[config.mk]
export PLATFORM = sky130hd
export DESIGN_NAME = bbfd_decoder
export DESIGN_NICKNAME = d
export VERILOG_FILES = /design/src/shared/bbfd_pkg.sv /design/src/design/bbfd_alu.sv /design/src/design/bbfd_decoder.sv
export SDC_FILE = /design/constraint.sdc
export NUM_CORES = 1
export LEC_CHECK = 0
export BUFFER_PORTS_ARGS = -buffer_cell sky130_fd_sc_hd__buf_2
export CAP_MARGIN = 20
export CORE_MARGIN = 2
export CORE_UTILIZATION = 55
export CTS_BUF_LIST = sky130_fd_sc_hd__clkbuf_8
export DETAILED_ROUTE_END_ITERATION = 16
export GPL_TIMING_DRIVEN = 0
export PLACE_DENSITY = 0.84
export SLEW_MARGIN = 30
export SYNTH_ARGS = -nofsm -noshare
export SYNTH_HDL_FRONTEND = slang
export SYNTH_SLANG_ARGS = --single-unit
export TNS_END_PERCENT = 5
[constraint.sdc]
create_clock -name clk_sys -period 8 [get_ports clk_sys]
set_input_delay 0.8 -clock clk_sys [delete_from_list [all_inputs] [get_ports clk_sys]]
set_output_delay 0.8 -clock clk_sys [all_outputs]
set_load 0.01 [all_outputs]
[src/shared/bbfd_pkg.sv]
/*
 * constants for the byte/bit file-operation decoder: opcode fields, opcode
 * nibbles, status flag positions and reset values.
 * assumes a 14-bit instruction word and a 7-bit file address.
 */
`default_nettype none
package bbfd_pkg;
    // instruction word layout
    localparam int BBFD_INSTR_W = 14;
    localparam int BBFD_CLASS_MSB = 13;
    localparam int BBFD_CLASS_LSB = 12;
    localparam int BBFD_OP_MSB = 11;
    localparam int BBFD_OP_LSB = 8;
    localparam int BBFD_DEST_BIT = 7;
    localparam int BBFD_ADDR_MSB = 6;
    localparam int BBFD_BITOP_MSB = 11;
    localparam int BBFD_BITOP_LSB = 10;
    localparam int BBFD_BIDX_MSB = 9;
    localparam int BBFD_BIDX_LSB = 7;
    // instruction classes (top two bits)
    localparam logic [1:0] BBFD_CLS_BYTE = 2'h0;
    localparam logic [1:0] BBFD_CLS_BIT = 2'h1;
    // byte-oriented opcode nibbles
    localparam logic [3:0] BBFD_OP_MOVE_TO = 4'h0;
    localparam logic [3:0] BBFD_OP_CLEAR = 4'h1;
    localparam logic [3:0] BBFD_OP_SUB = 4'h2;
    localparam logic [3:0] BBFD_OP_DEC = 4'h3;
    localparam logic [3:0] BBFD_OP_IOR = 4'h4;
    localparam logic [3:0] BBFD_OP_AND = 4'h5;
    localparam logic [3:0] BBFD_OP_XOR = 4'h6;
    localparam logic [3:0] BBFD_OP_ADD = 4'h7;
    localparam logic [3:0] BBFD_OP_MOVE = 4'h8;
    localparam logic [3:0] BBFD_OP_COMP = 4'h9;
    localparam logic [3:0] BBFD_OP_INC = 4'ha;
    localparam logic [3:0] BBFD_OP_DECSZ = 4'hb;
    localparam logic [3:0] BBFD_OP_RRC = 4'hc;
    localparam logic [3:0] BBFD_OP_RLC = 4'hd;
    localparam logic [3:0] BBFD_OP_SWAP = 4'he;
    localparam logic [3:0] BBFD_OP_INCSZ = 4'hf;
    // bit-oriented sub-opcodes
    localparam logic [1:0] BBFD_BOP_CLR = 2'h0;
    localparam logic [1:0] BBFD_BOP_SET = 2'h1;
    localparam logic [1:0] BBFD_BOP_TSTC = 2'h2;
    localparam logic [1:0] BBFD_BOP_TSTS = 2'h3;
    // status flag positions inside the 3-bit flag vector
    localparam int BBFD_FLG_C = 0;
    localparam int BBFD_FLG_DC = 1;
    localparam int BBFD_FLG_Z = 2;
    // reset values
    localparam logic [7:0] BBFD_ACC_RST = 8'h00;
    localparam logic [2:0] BBFD_FLG_RST = 3'h0;
endpackage : bbfd_pkg
`default_nettype wire

[src/design/bbfd_alu.sv]
/*
 * combinational alu for the byte/bit file operations: result, new flags,
 * flag-update mask and skip decision for one instruction word.
 * assumes the operand already holds pin levels for port registers.
 */
`timescale 1ns/1ps
`default_nettype none
module bbfd_alu
    import bbfd_pkg::*;
(
    // instruction and operands
    input wire logic [13:0] instr,
    input wire logic [7:0] acc,
    input wire logic [7:0] file_val,
    input wire logic carry_in,
    // results
    output logic [7:0] result,
    output logic [2:0] flags,
    output logic [2:0] flag_upd,
    output logic wr_file,
    output logic wr_acc,
    output logic skip
);
    logic [1:0] cls; // instruction class
    logic [3:0] op; // byte opcode nibble
    logic [1:0] bop; // bit opcode
    logic [2:0] bidx; // bit index
    logic [8:0] sum9; // 9-bit sum for carry
    logic [4:0] sum5; // low nibble sum for half carry
    logic dest_file; // destination select

    assign cls = instr[BBFD_CLASS_MSB:BBFD_CLASS_LSB];
    assign op = instr[BBFD_OP_MSB:BBFD_OP_LSB];
    assign bop = instr[BBFD_BITOP_MSB:BBFD_BITOP_LSB];
    assign bidx = instr[BBFD_BIDX_MSB:BBFD_BIDX_LSB];
    assign dest_file = instr[BBFD_DEST_BIT];

    // decode and compute in one pass
    always_comb
    begin
        result = file_val;
        flags = 3'h0;
        flag_upd = 3'h0;
        wr_file = 1'b0;
        wr_acc = 1'b0;
        skip = 1'b0;
        sum9 = 9'h000;
        sum5 = 5'h00;
        if (cls == BBFD_CLS_BYTE)
        begin
            // bit 7 picks file or accumulator
            wr_file = dest_file;
            wr_acc = ~dest_file;
            case (op)
                BBFD_OP_MOVE_TO:
                begin
                    // move acc to file writes the file only when bit 7 is set; low pattern is a no-op
                    result = acc;
                    wr_file = dest_file;
                    wr_acc = 1'b0;
                end
                BBFD_OP_CLEAR:
                begin
                    result = 8'h00;
                    flag_upd[BBFD_FLG_Z] = 1'b1;
                end
                // add and subtract touch c, dc, z
                BBFD_OP_ADD:
                begin
                    sum9 = {1'b0, file_val} + {1'b0, acc};
                    sum5 = {1'b0, file_val[3:0]} + {1'b0, acc[3:0]};
                    result = sum9[7:0];
                    flags[BBFD_FLG_C] = sum9[8];
                    flags[BBFD_FLG_DC] = sum5[4];
                    flag_upd = 3'h7;
                end
                BBFD_OP_SUB:
                begin
                    // two's complement add; carry set means no borrow
                    sum9 = {1'b0, file_val} + {1'b0, ~acc} + 9'h001;
                    sum5 = {1'b0, file_val[3:0]} + {1'b0, ~acc[3:0]} + 5'h01;
                    result = sum9[7:0];
                    flags[BBFD_FLG_C] = sum9[8];
                    flags[BBFD_FLG_DC] = sum5[4];
                    flag_upd = 3'h7;
                end
                BBFD_OP_XOR:
                begin
                    result = file_val ^ acc;
                    flag_upd[BBFD_FLG_Z] = 1'b1;
                end
                // or, and, complement touch only z
                BBFD_OP_IOR:
                begin
                    result = file_val | acc;
                    flag_upd[BBFD_FLG_Z] = 1'b1;
                end
                BBFD_OP_AND:
                begin
                    result = file_val & acc;
                    flag_upd[BBFD_FLG_Z] = 1'b1;
                end
                BBFD_OP_COMP:
                begin
                    result = ~file_val;
                    flag_upd[BBFD_FLG_Z] = 1'b1;
                end
                BBFD_OP_DEC:
                begin
                    result = file_val - 8'h01;
                    flag_upd[BBFD_FLG_Z] = 1'b1;
                end
                BBFD_OP_INC:
                begin
                    result = file_val + 8'h01;
                    flag_upd[BBFD_FLG_Z] = 1'b1;
                end
                BBFD_OP_MOVE:
                begin
                    flag_upd[BBFD_FLG_Z] = 1'b1;
                end
                BBFD_OP_SWAP:
                begin
                    result = {file_val[3:0], file_val[7:4]};
                end
                // decrement, skip on zero, no flags
                BBFD_OP_DECSZ:
                begin
                    result = file_val - 8'h01;
                    skip = (result == 8'h00);
                end
                // increment, skip on zero, no flags
                BBFD_OP_INCSZ:
                begin
                    result = file_val + 8'h01;
                    skip = (result == 8'h00);
                end
                BBFD_OP_RRC:
                begin
                    result = {carry_in, file_val[7:1]};
                    flags[BBFD_FLG_C] = file_val[0];
                    flag_upd[BBFD_FLG_C] = 1'b1;
                end
                BBFD_OP_RLC:
                begin
                    result = {file_val[6:0], carry_in};
                    flags[BBFD_FLG_C] = file_val[7];
                    flag_upd[BBFD_FLG_C] = 1'b1;
                end
                default:
                begin
                    wr_file = 1'b0;
                    wr_acc = 1'b0;
                end
            endcase
            flags[BBFD_FLG_Z] = (result == 8'h00);
        end
        else if (cls == BBFD_CLS_BIT)
        begin
            case (bop)
                // clear or set one bit, no flags
                BBFD_BOP_CLR:
                begin
                    result[bidx] = 1'b0;
                    wr_file = 1'b1;
                end
                BBFD_BOP_SET:
                begin
                    result[bidx] = 1'b1;
                    wr_file = 1'b1;
                end
                BBFD_BOP_TSTC:
                    skip = ~file_val[bidx];
                BBFD_BOP_TSTS:
                    skip = file_val[bidx];
                default:
                    skip = 1'b0;
            endcase
        end
    end
endmodule : bbfd_alu
`default_nettype wire

[src/design/bbfd_decoder.sv]
/*
 * executes byte- and bit-oriented file instructions, one per instruction
 * cycle, owns the accumulator and the c/dc/z flags, and inserts a no-op
 * cycle after a taken skip.
 * assumes a fetch stage that offers one word per cycle with a valid strobe,
 * a file memory read combinationally at file_addr, and port pin levels
 * already synchronised by the port block.
 */
`timescale 1ns/1ps
`default_nettype none
// Overview of operation
// - rotate left through carry, only carry
// - rotate right through carry, only carry
// - add/subtract set c,dc,z; xor only z
// - or, and, complement change only z
// - decrement, skip if zero, no flags
// - increment, skip if zero, no flags
// - bit test skips when bit clear
// - bit test skips when bit set
// - skip costs second cycle as no-op
// - port read-modify-write uses pin levels
// - timer write clears its assigned prescaler
module bbfd_decoder
    import bbfd_pkg::*;
(
    // clock and reset
    input wire logic clk_sys,
    input wire logic reset,
    // fetch stage
    input wire logic instr_valid,
    input wire logic [13:0] instr,
    output logic instr_ready,
    output logic skip_next,
    // file memory
    output logic [6:0] file_addr,
    input wire logic [7:0] file_rdata,
    output logic file_we,
    output logic [7:0] file_wdata,
    // port pins and timer
    input wire logic addr_is_port,
    input wire logic [7:0] port_pins,
    input wire logic addr_is_timer,
    input wire logic prescaler_on_timer,
    output logic prescaler_clr,
    // core state
    output logic [7:0] acc_out,
    output logic carry_out,
    output logic half_carry_flag,
    output logic zero_out
);
    typedef enum logic {BBFD_EXEC, BBFD_NOP} bbfd_state_t;

    bbfd_state_t state_ff; // execute or dummy cycle
    bbfd_state_t nxt_state;
    logic [7:0] acc_ff; // working accumulator
    logic [2:0] flags_ff; // c, dc, z
    logic [2:0] nxt_flags;
    logic file_we_ff; // registered write strobe
    logic [7:0] file_wdata_ff; // registered write data
    logic [6:0] wr_addr_ff; // address of pending write
    logic presc_clr_ff; // registered prescaler clear
    logic [7:0] operand; // file value or pins
    logic [7:0] alu_res;
    logic [2:0] alu_flags;
    logic [2:0] alu_upd;
    logic alu_wr_file;
    logic alu_wr_acc;
    logic alu_skip;
    logic take; // an instruction executes this cycle

    // low seven bits address the file
    assign file_addr = instr[BBFD_ADDR_MSB:0];
    // the dummy cycle swallows the skipped word
    assign instr_ready = 1'b1;
    assign take = instr_valid && (state_ff == BBFD_EXEC);

    // ports read pins, not the latch
    assign operand = addr_is_port ? port_pins : file_rdata;

    bbfd_alu u_alu (
        .instr(instr),
        .acc(acc_ff),
        .file_val(operand),
        .carry_in(flags_ff[BBFD_FLG_C]),
        .result(alu_res),
        .flags(alu_flags),
        .flag_upd(alu_upd),
        .wr_file(alu_wr_file),
        .wr_acc(alu_wr_acc),
        .skip(alu_skip)
    );

    // a taken skip forces one no-op cycle
    always_comb
    begin
        nxt_state = BBFD_EXEC;
        case (state_ff)
            BBFD_EXEC: nxt_state = (take && alu_skip) ? BBFD_NOP : BBFD_EXEC;
            BBFD_NOP: nxt_state = BBFD_EXEC;
            default: nxt_state = BBFD_EXEC;
        endcase
    end

    // sequencing state
    always_ff @(posedge clk_sys or posedge reset)
    begin
        if (reset)
            state_ff <= BBFD_EXEC;
        else
            state_ff <= nxt_state;
    end

    assign skip_next = (state_ff == BBFD_NOP);

    // accumulator update; nothing changes during the no-op cycle
    always_ff @(posedge clk_sys or posedge reset)
    begin
        if (reset)
            acc_ff <= BBFD_ACC_RST;
        else if (take && alu_wr_acc)
            acc_ff <= alu_res;
    end

    // merge only the flags this opcode owns
    always_comb
    begin
        nxt_flags = flags_ff;
        if (take)
            nxt_flags = (flags_ff & ~alu_upd) | (alu_flags & alu_upd);
    end

    // status flags
    always_ff @(posedge clk_sys or posedge reset)
    begin
        if (reset)
            flags_ff <= BBFD_FLG_RST;
        else
            flags_ff <= nxt_flags;
    end

    // file write port; registered so data comes from flip-flops
    always_ff @(posedge clk_sys or posedge reset)
    begin
        if (reset)
        begin
            file_we_ff <= 1'b0;
            file_wdata_ff <= 8'h00;
            wr_addr_ff <= 7'h00;
        end
        else
        begin
            file_we_ff <= take && alu_wr_file;
            file_wdata_ff <= alu_res;
            wr_addr_ff <= file_addr;
        end
    end

    // writing the timer clears its prescaler
    always_ff @(posedge clk_sys or posedge reset)
    begin
        if (reset)
            presc_clr_ff <= 1'b0;
        else
            presc_clr_ff <= take && alu_wr_file && addr_is_timer && prescaler_on_timer;
    end

    assign file_we = file_we_ff;
    assign file_wdata = file_wdata_ff;
    assign prescaler_clr = presc_clr_ff;
    assign acc_out = acc_ff;
    assign carry_out = flags_ff[BBFD_FLG_C];
    assign half_carry_flag = flags_ff[BBFD_FLG_DC];
    assign zero_out = flags_ff[BBFD_FLG_Z];
endmodule : bbfd_decoder
`default_nettype wire

==> results.yml, run 1 <==
logic_synthesis:
  synth.top_cell.area_share_pct: 15.6
  yosys_warnings: 0
  synth_edf_count: 0
  ys_seq_area_share_pct: 15.6
  syn_inst: 470
  yosys.cell_types.count: 69
  syn_nets: 537
  ys.flop_type: "dfrtp_1"
  synth_area_per_cell_sq_um: 7.51
  async_flop_share_pct: 100
  synth_area_leader_cell: "dfrtp_1"
  syn-cell-area_sq_um: 3530
  ys_seq_elements: 22
  synth.area.top_cells: "dfrtp_1, ha_1, o21ai_0, a21oi_1, nand2_1"
critical_path:
  reg2reg_depth: 9
  required_ps: 8170
  critical_path_arrival_ps: 5070
  r2r_slack_ps: 4420
  cp_max_fo: 11
  r2r-start: "acc_out[0]"
  critPathKind: "primary input to flip-flop"
  endpoint_kind: "flip-flop"
  start_kind: "primary input"
floorplanning:
  die_area_sq_um: 7080
  dieWidth_um: 84.1
  fp-row-count: 29
  core-area_sq_um: 6280
  die_h_um: 84.1
  num_io_pins: 66
  start_util_pct: 56.2
cts:
  h-tree-depth: 1
  tritoncts: "yes"
  cts_resized: 0
  holdBufCountCts: 0
  cts_num_sinks: 22
  root_buffer: "clkbuf_8"
  path_clk_slew_ps: 90
  post_cts_buffers: 0
  numCtsBuffers: 3
  clk_path_buf_depth: 2
  clk-insertion-delay-late_ps: 270
timing:
  report.final.slew_viol_count: 0
  hold_violations: 0
  rsz0062_at_grt: "no"
  skew_ps: 9.24
  setup_viol: 0
  fmax_mhz: 204
  slew_headroom_pct: 34.0
  period_share_pct: 61.2
  layout_setup_ws_ps: 3110
  tns_ps: 0
  tightest_slew_ps: 965
  min_period_ps: 4890
pwr:
  power_density_nw_per_um2: 161
  p_sw_mw: 0.316
  ir_worst_vdd_mv: 0.180
  fin_total_pwr_mw: 0.637
  p_int_mw: 0.321
  p_leak_nw: 1.70
  power_frac_clock_pct: 11.3
  seqPwrFrac_pct: 25.3
  comb_power_share_pct: 63.4
  swShare_pct: 49.6
routing:
  ant_nets: 0
  route.detailed.wl_per_inst_um: 22.0
  finalWirelength_mm: 13.3
  viasPerCell: 6.77
  drcViolationCount: 0
  vias: 4097
  drt-pass1-iter-count: 6
  drt_iter0_drc: 527
place:
  dp_hpwl_mm: 10.3
  port-buffer-count: 55
  place_congestion: 1.04
  preCtsSetupSlack_ps: 3060
status:
  status: "completed"
global_routing:
  track_usage_pct: 36.9
  grt_pass1_vias: 3769
  globalRouteOverflowTotal: 0
  antenna_found_initial: 0
  grt_pass1_wl_mm: 20.4
  grt_max_degree: 23
min_path:
  hold_class: "flip-flop to flip-flop"
  hold_depth: 2
run:
  maxCapViolCount: 0
finish:
  area_growth_pct: 12.0
  num-nets-final: 597
  drive_gt1_share_pct: 18.4
  antenna-diode-count: 0
-- worst max-delay path by stage --
stage,startpoint,to
floorplan,addr_is_port,flip-flop
global placement,addr_is_port,flip-flop
detailed placement,addr_is_port,flip-flop
CTS,addr_is_port,flip-flop
global route,addr_is_port,flip-flop
finish,addr_is_port,flip-flop
-- power groups by stage --
stage                     Clock, mW  Combinational [mW]  Sequential [mW]
after CTS                    0.0703               0.393            0.160
after global placement            0               0.382            0.161
after global routing         0.0737               0.439            0.162
after detailed placement          0               0.391            0.163
after floorplan                   0               0.260            0.163
final                        0.0721               0.404            0.161
-- stage by stage --
| step | hold WS, ps | area, sq um | util, % | std cells |
|---|---|---|---|---|
| finish | 507 | 3950 | 63.0 | 605 |
| global placement | 468 | 3900 | 62.2 | 602 |
| global route | 502 | 3950 | 63.0 | 605 |
| CTS | 495 | 3950 | 63.0 | 605 |
| floorplan | 514 | 3530 | - | 470 |
| detailed placement | 467 | 3910 | 62.3 | 602 |
-- per-layer routing --
metal / wire, um / GRT usage [%] / share of wire (%) / vias up
li1: - / - / - / 1857
met1: 5170 / 49.1 / 39 / 1900
met2: 5990 / 57.6 / 45 / 281
met3: 1470 / 7.91 / 11 / 59
met4: 692 / 16.6 / 5.2 / 0
met5: 0 / 0 / 0 / -
-- layout by cell type (no fill, tap or decap), types with 4 or more instances in the layout --
cell      count
o211ai_1      6
clkbuf_1     22
inv_1        22
nor3b_1       8
o21ai_0      39
mux2_2       12
and2_1        4
buf_4         8
nor2_1       24
nand2b_1      5
or3_1         5
a22oi_1       6
buf_2        56
nor2b_1      12
o221ai_1      5
buf_6         4
or4_1         4
a21oi_1      36
and3_1        4
o22ai_1       6
ha_1         29
dfrtp_1      22
nand4_1       9
nand2_1      42
a31oi_1      10
mux2i_1      13
xnor2_1      11
nor3_1       10
a21o_1        6
nand3_1      11
-- area by class of cell --
class / instances / area [sq um]
Tap cell: 77 / 96.3
Fill cell: 591 / 2320
Buffer: 38 / 204
Sequential cell: 22 / 551
Inverter: 27 / 101
Clock buffer: 3 / 41.3
Timing Repair Buffer: 55 / 275
Multi-Input combinational cell: 383 / 2690
-- cell usage after synthesis (all sizes together) (11+ instances only) --
cell type and number:
nand2 42, o21ai 39, a21oi 37, ha 29, inv 25, nor2 24
clkbuf 22, dfrtp 22, buf 16, mux2i 15, mux2 12, nor2b 12
nand3 11, xnor2 11
-- critical path, stage by stage --
cell and delay (ps):
buf_6 120, mux2i_1 740, inv_1 250, clkbuf_1 380
ha_1 360, a21o_1 210, a31o_2 250, a221o_1 350
a2111oi_0 840, a21oi_1 160, a2bb2oi_1 230, o41ai_2 380
-- cells by family (layout without fill, tap and decap cells) --
group	count (synthesis)	in the layout	share of synthesized area, %
and+or+nand+nor	159	159	24.5
DFF	22	22	15.6
AOI/OAI and AO/OA	151	151	28.1
other	1	1	0.106
xor gates and xnor gates	14	14	3.47
muxes	27	27	8.19
adders and majority gates	31	31	11.4
buffers and inverters	65	123	8.65
(Power assumes the default switching activity.)
==> run 2, diff against run 1 <==
--- a/config.mk
+++ b/config.mk
@@ -8,11 +8,11 @@
 export BUFFER_PORTS_ARGS = -buffer_cell sky130_fd_sc_hd__buf_2
 export CAP_MARGIN = 20
 export CORE_MARGIN = 2
-export CORE_UTILIZATION = 55
+export CORE_UTILIZATION = 53
 export CTS_BUF_LIST = sky130_fd_sc_hd__clkbuf_8
 export DETAILED_ROUTE_END_ITERATION = 16
 export GPL_TIMING_DRIVEN = 0
-export PLACE_DENSITY = 0.84
+export PLACE_DENSITY = 0.85
 export SLEW_MARGIN = 30
 export SYNTH_ARGS = -nofsm -noshare
 export SYNTH_HDL_FRONTEND = slang
==> constraint.sdc (replaced) <==
create_clock -name clk_sys -period 4.2 [get_ports clk_sys]
set_input_delay 0.42 -clock clk_sys [delete_from_list [all_inputs] [get_ports clk_sys]]
set_output_delay 0.42 -clock clk_sys [all_outputs]
set_load 0.01 [all_outputs]
==> run 2 against run 1 <==
Against the previous run: total power up 93%; die area up 3.6%; clock power up 110%; first-iteration DRC count up 7.8%; highest routed layer unchanged; register-to-register slack worse by 3800 ps; sequential power up 91%; critical path type unchanged; wire length down 0.83%; largest power group unchanged; clock-buffer cell count up 1.
==> results.yml, run 2 (same netlist as run 1, synthesis figures left out) <==
pwr:
  ir_worst_vdd_mv: 0.388
  p_leak_nw: 1.71
  fin_total_pwr_mw: 1.23
  power_density_nw_per_um2: 309
cts:
  holdBufCountCts: 0
  h-tree-depth: 1
  post_cts_buffers: 0
  clk-insertion-delay-late_ps: 260
  path_clk_slew_ps: 80
  root_buffer: "clkbuf_8"
  cts_num_sinks: 22
  tritoncts: "yes"
  clk_path_buf_depth: 2
  numCtsBuffers: 3
  cts_resized: 0
finish:
  num-nets-final: 597
  final_cell_mix: "buf_2, nand2_1, o21ai_0"
  stdcell_count: 606
  drive_gt1_share_pct: 19.1
  area_growth_pct: 12.9
  antenna-diode-count: 0
  final_common_cell: "buf_2"
timing:
  report.final.slew_viol_count: 0
  fmax_mhz: 244
  hold_violations: 0
  slew_headroom_pct: 39.0
  tns_ps: 0
  skew_ps: 4.10
  tightest_slew_ps: 889
  layout_setup_ws_ps: 100
  period_share_pct: 97.6
  rsz0062_at_grt: "no"
  min_period_ps: 4100
  setup_viol: 0
min_path:
  hold_class: "primary input to async pin"
critical_path:
  crit_chain: "buf_6 -> mux2i_2 -> inv_1 -> ha_1 -> fa_1 -> a31o_2 -> a221o_1 -> a2111oi_0 -> a21oi_1 -> a2bb2oi_1 -> o41ai_2"
  startpoint: "addr_is_port"
  cp_num_buf_inv: 2
  reg2reg_depth: 10
  critPathKind: "primary input to flip-flop"
  endpoint_kind: "flip-flop"
  r2r_slack_ps: 650
  required_ps: 4360
  start_kind: "primary input"
  r2r-start: "acc_out[2]"
  critical-path-top-delay-family: "compound AO/OA/AOI/OAI gates"
  cp_max_fo: 10
  path_depth: 11
  slowest_stage: "a2111oi_0"
  critical_path_arrival_ps: 4260
  max_stage_delay_ps: 740
place:
  dp_hpwl_mm: 10.1
  port-buffer-count: 55
  preCtsSetupSlack_ps: -136
  dpl.cell_count: 602
  place_congestion: 0.996
global_routing:
  grt_pass1_vias: 3802
  grt_max_degree: 23
  globalRouteOverflowTotal: 0
  track_usage_pct: 35.9
  antenna_found_initial: 0
  grt_pass1_wl_mm: 20.5
routing:
  route.detailed.wl_per_inst_um: 21.8
  finalWirelength_mm: 13.2
  drcViolationCount: 0
  vias: 4149
  ant_nets: 0
  drt-pass1-iter-count: 5
  drt_iter0_drc: 568
  viasPerCell: 6.85
floorplanning:
  core-area_sq_um: 6390
  num_io_pins: 66
  die_area_sq_um: 7330
  start_util_pct: 55.3
  dieWidth_um: 85.6
  fp-row-count: 29
  die_h_um: 85.6
run:
  maxCapViolCount: 0
status:
  status: "completed"
run 2: layer usage:
layer,GRT usage (%),up-vias,wire (um)
met2,56.5,357,5750
met4,15.7,0,762
li1,-,1848,-
met5,0,-,0
met1,48.4,1878,5050
met3,6.16,66,1650
run 2: metrics by stage:
stage	cell area, sq um	hold WS, ps	util, %
floorplan	3530	409	-
global placement	3900	466	61.1
detailed placement	3910	468	61.3
CTS	3970	322	62.1
global route	3990	350	62.4
finish	3990	291	62.4
run 2: worst min path at each step:
stage                          from         to  slack, ps  cells after the start
after floorplan               reset  async pin        410                      1
after global placement    flip-flop  flip-flop        470                      2
after detailed placement  flip-flop  flip-flop        470                      2
after CTS                     reset  async pin        320                      2
after global routing      instr[13]    file_we        350                      2
final                         reset  async pin        290                      2
run 2: cell type report:
type	count	area, sq um
plain buffers	38	204
clock buffers	4	55.1
fillers	615	2400
inverters	27	101
multi-input cells	383	2710
flip-flops and latches	22	551
well taps	77	96.3
repair buffers	55	275
run 2: report_power, final:
group / internal (mW) / switching (mW) / leakage, nW / total (mW)
registers: 0.251 / 0.0554 / 0.273 / 0.307
logic: 0.298 / 0.476 / 1.41 / 0.774
clock network: 0.0835 / 0.0673 / 0.0288 / 0.151
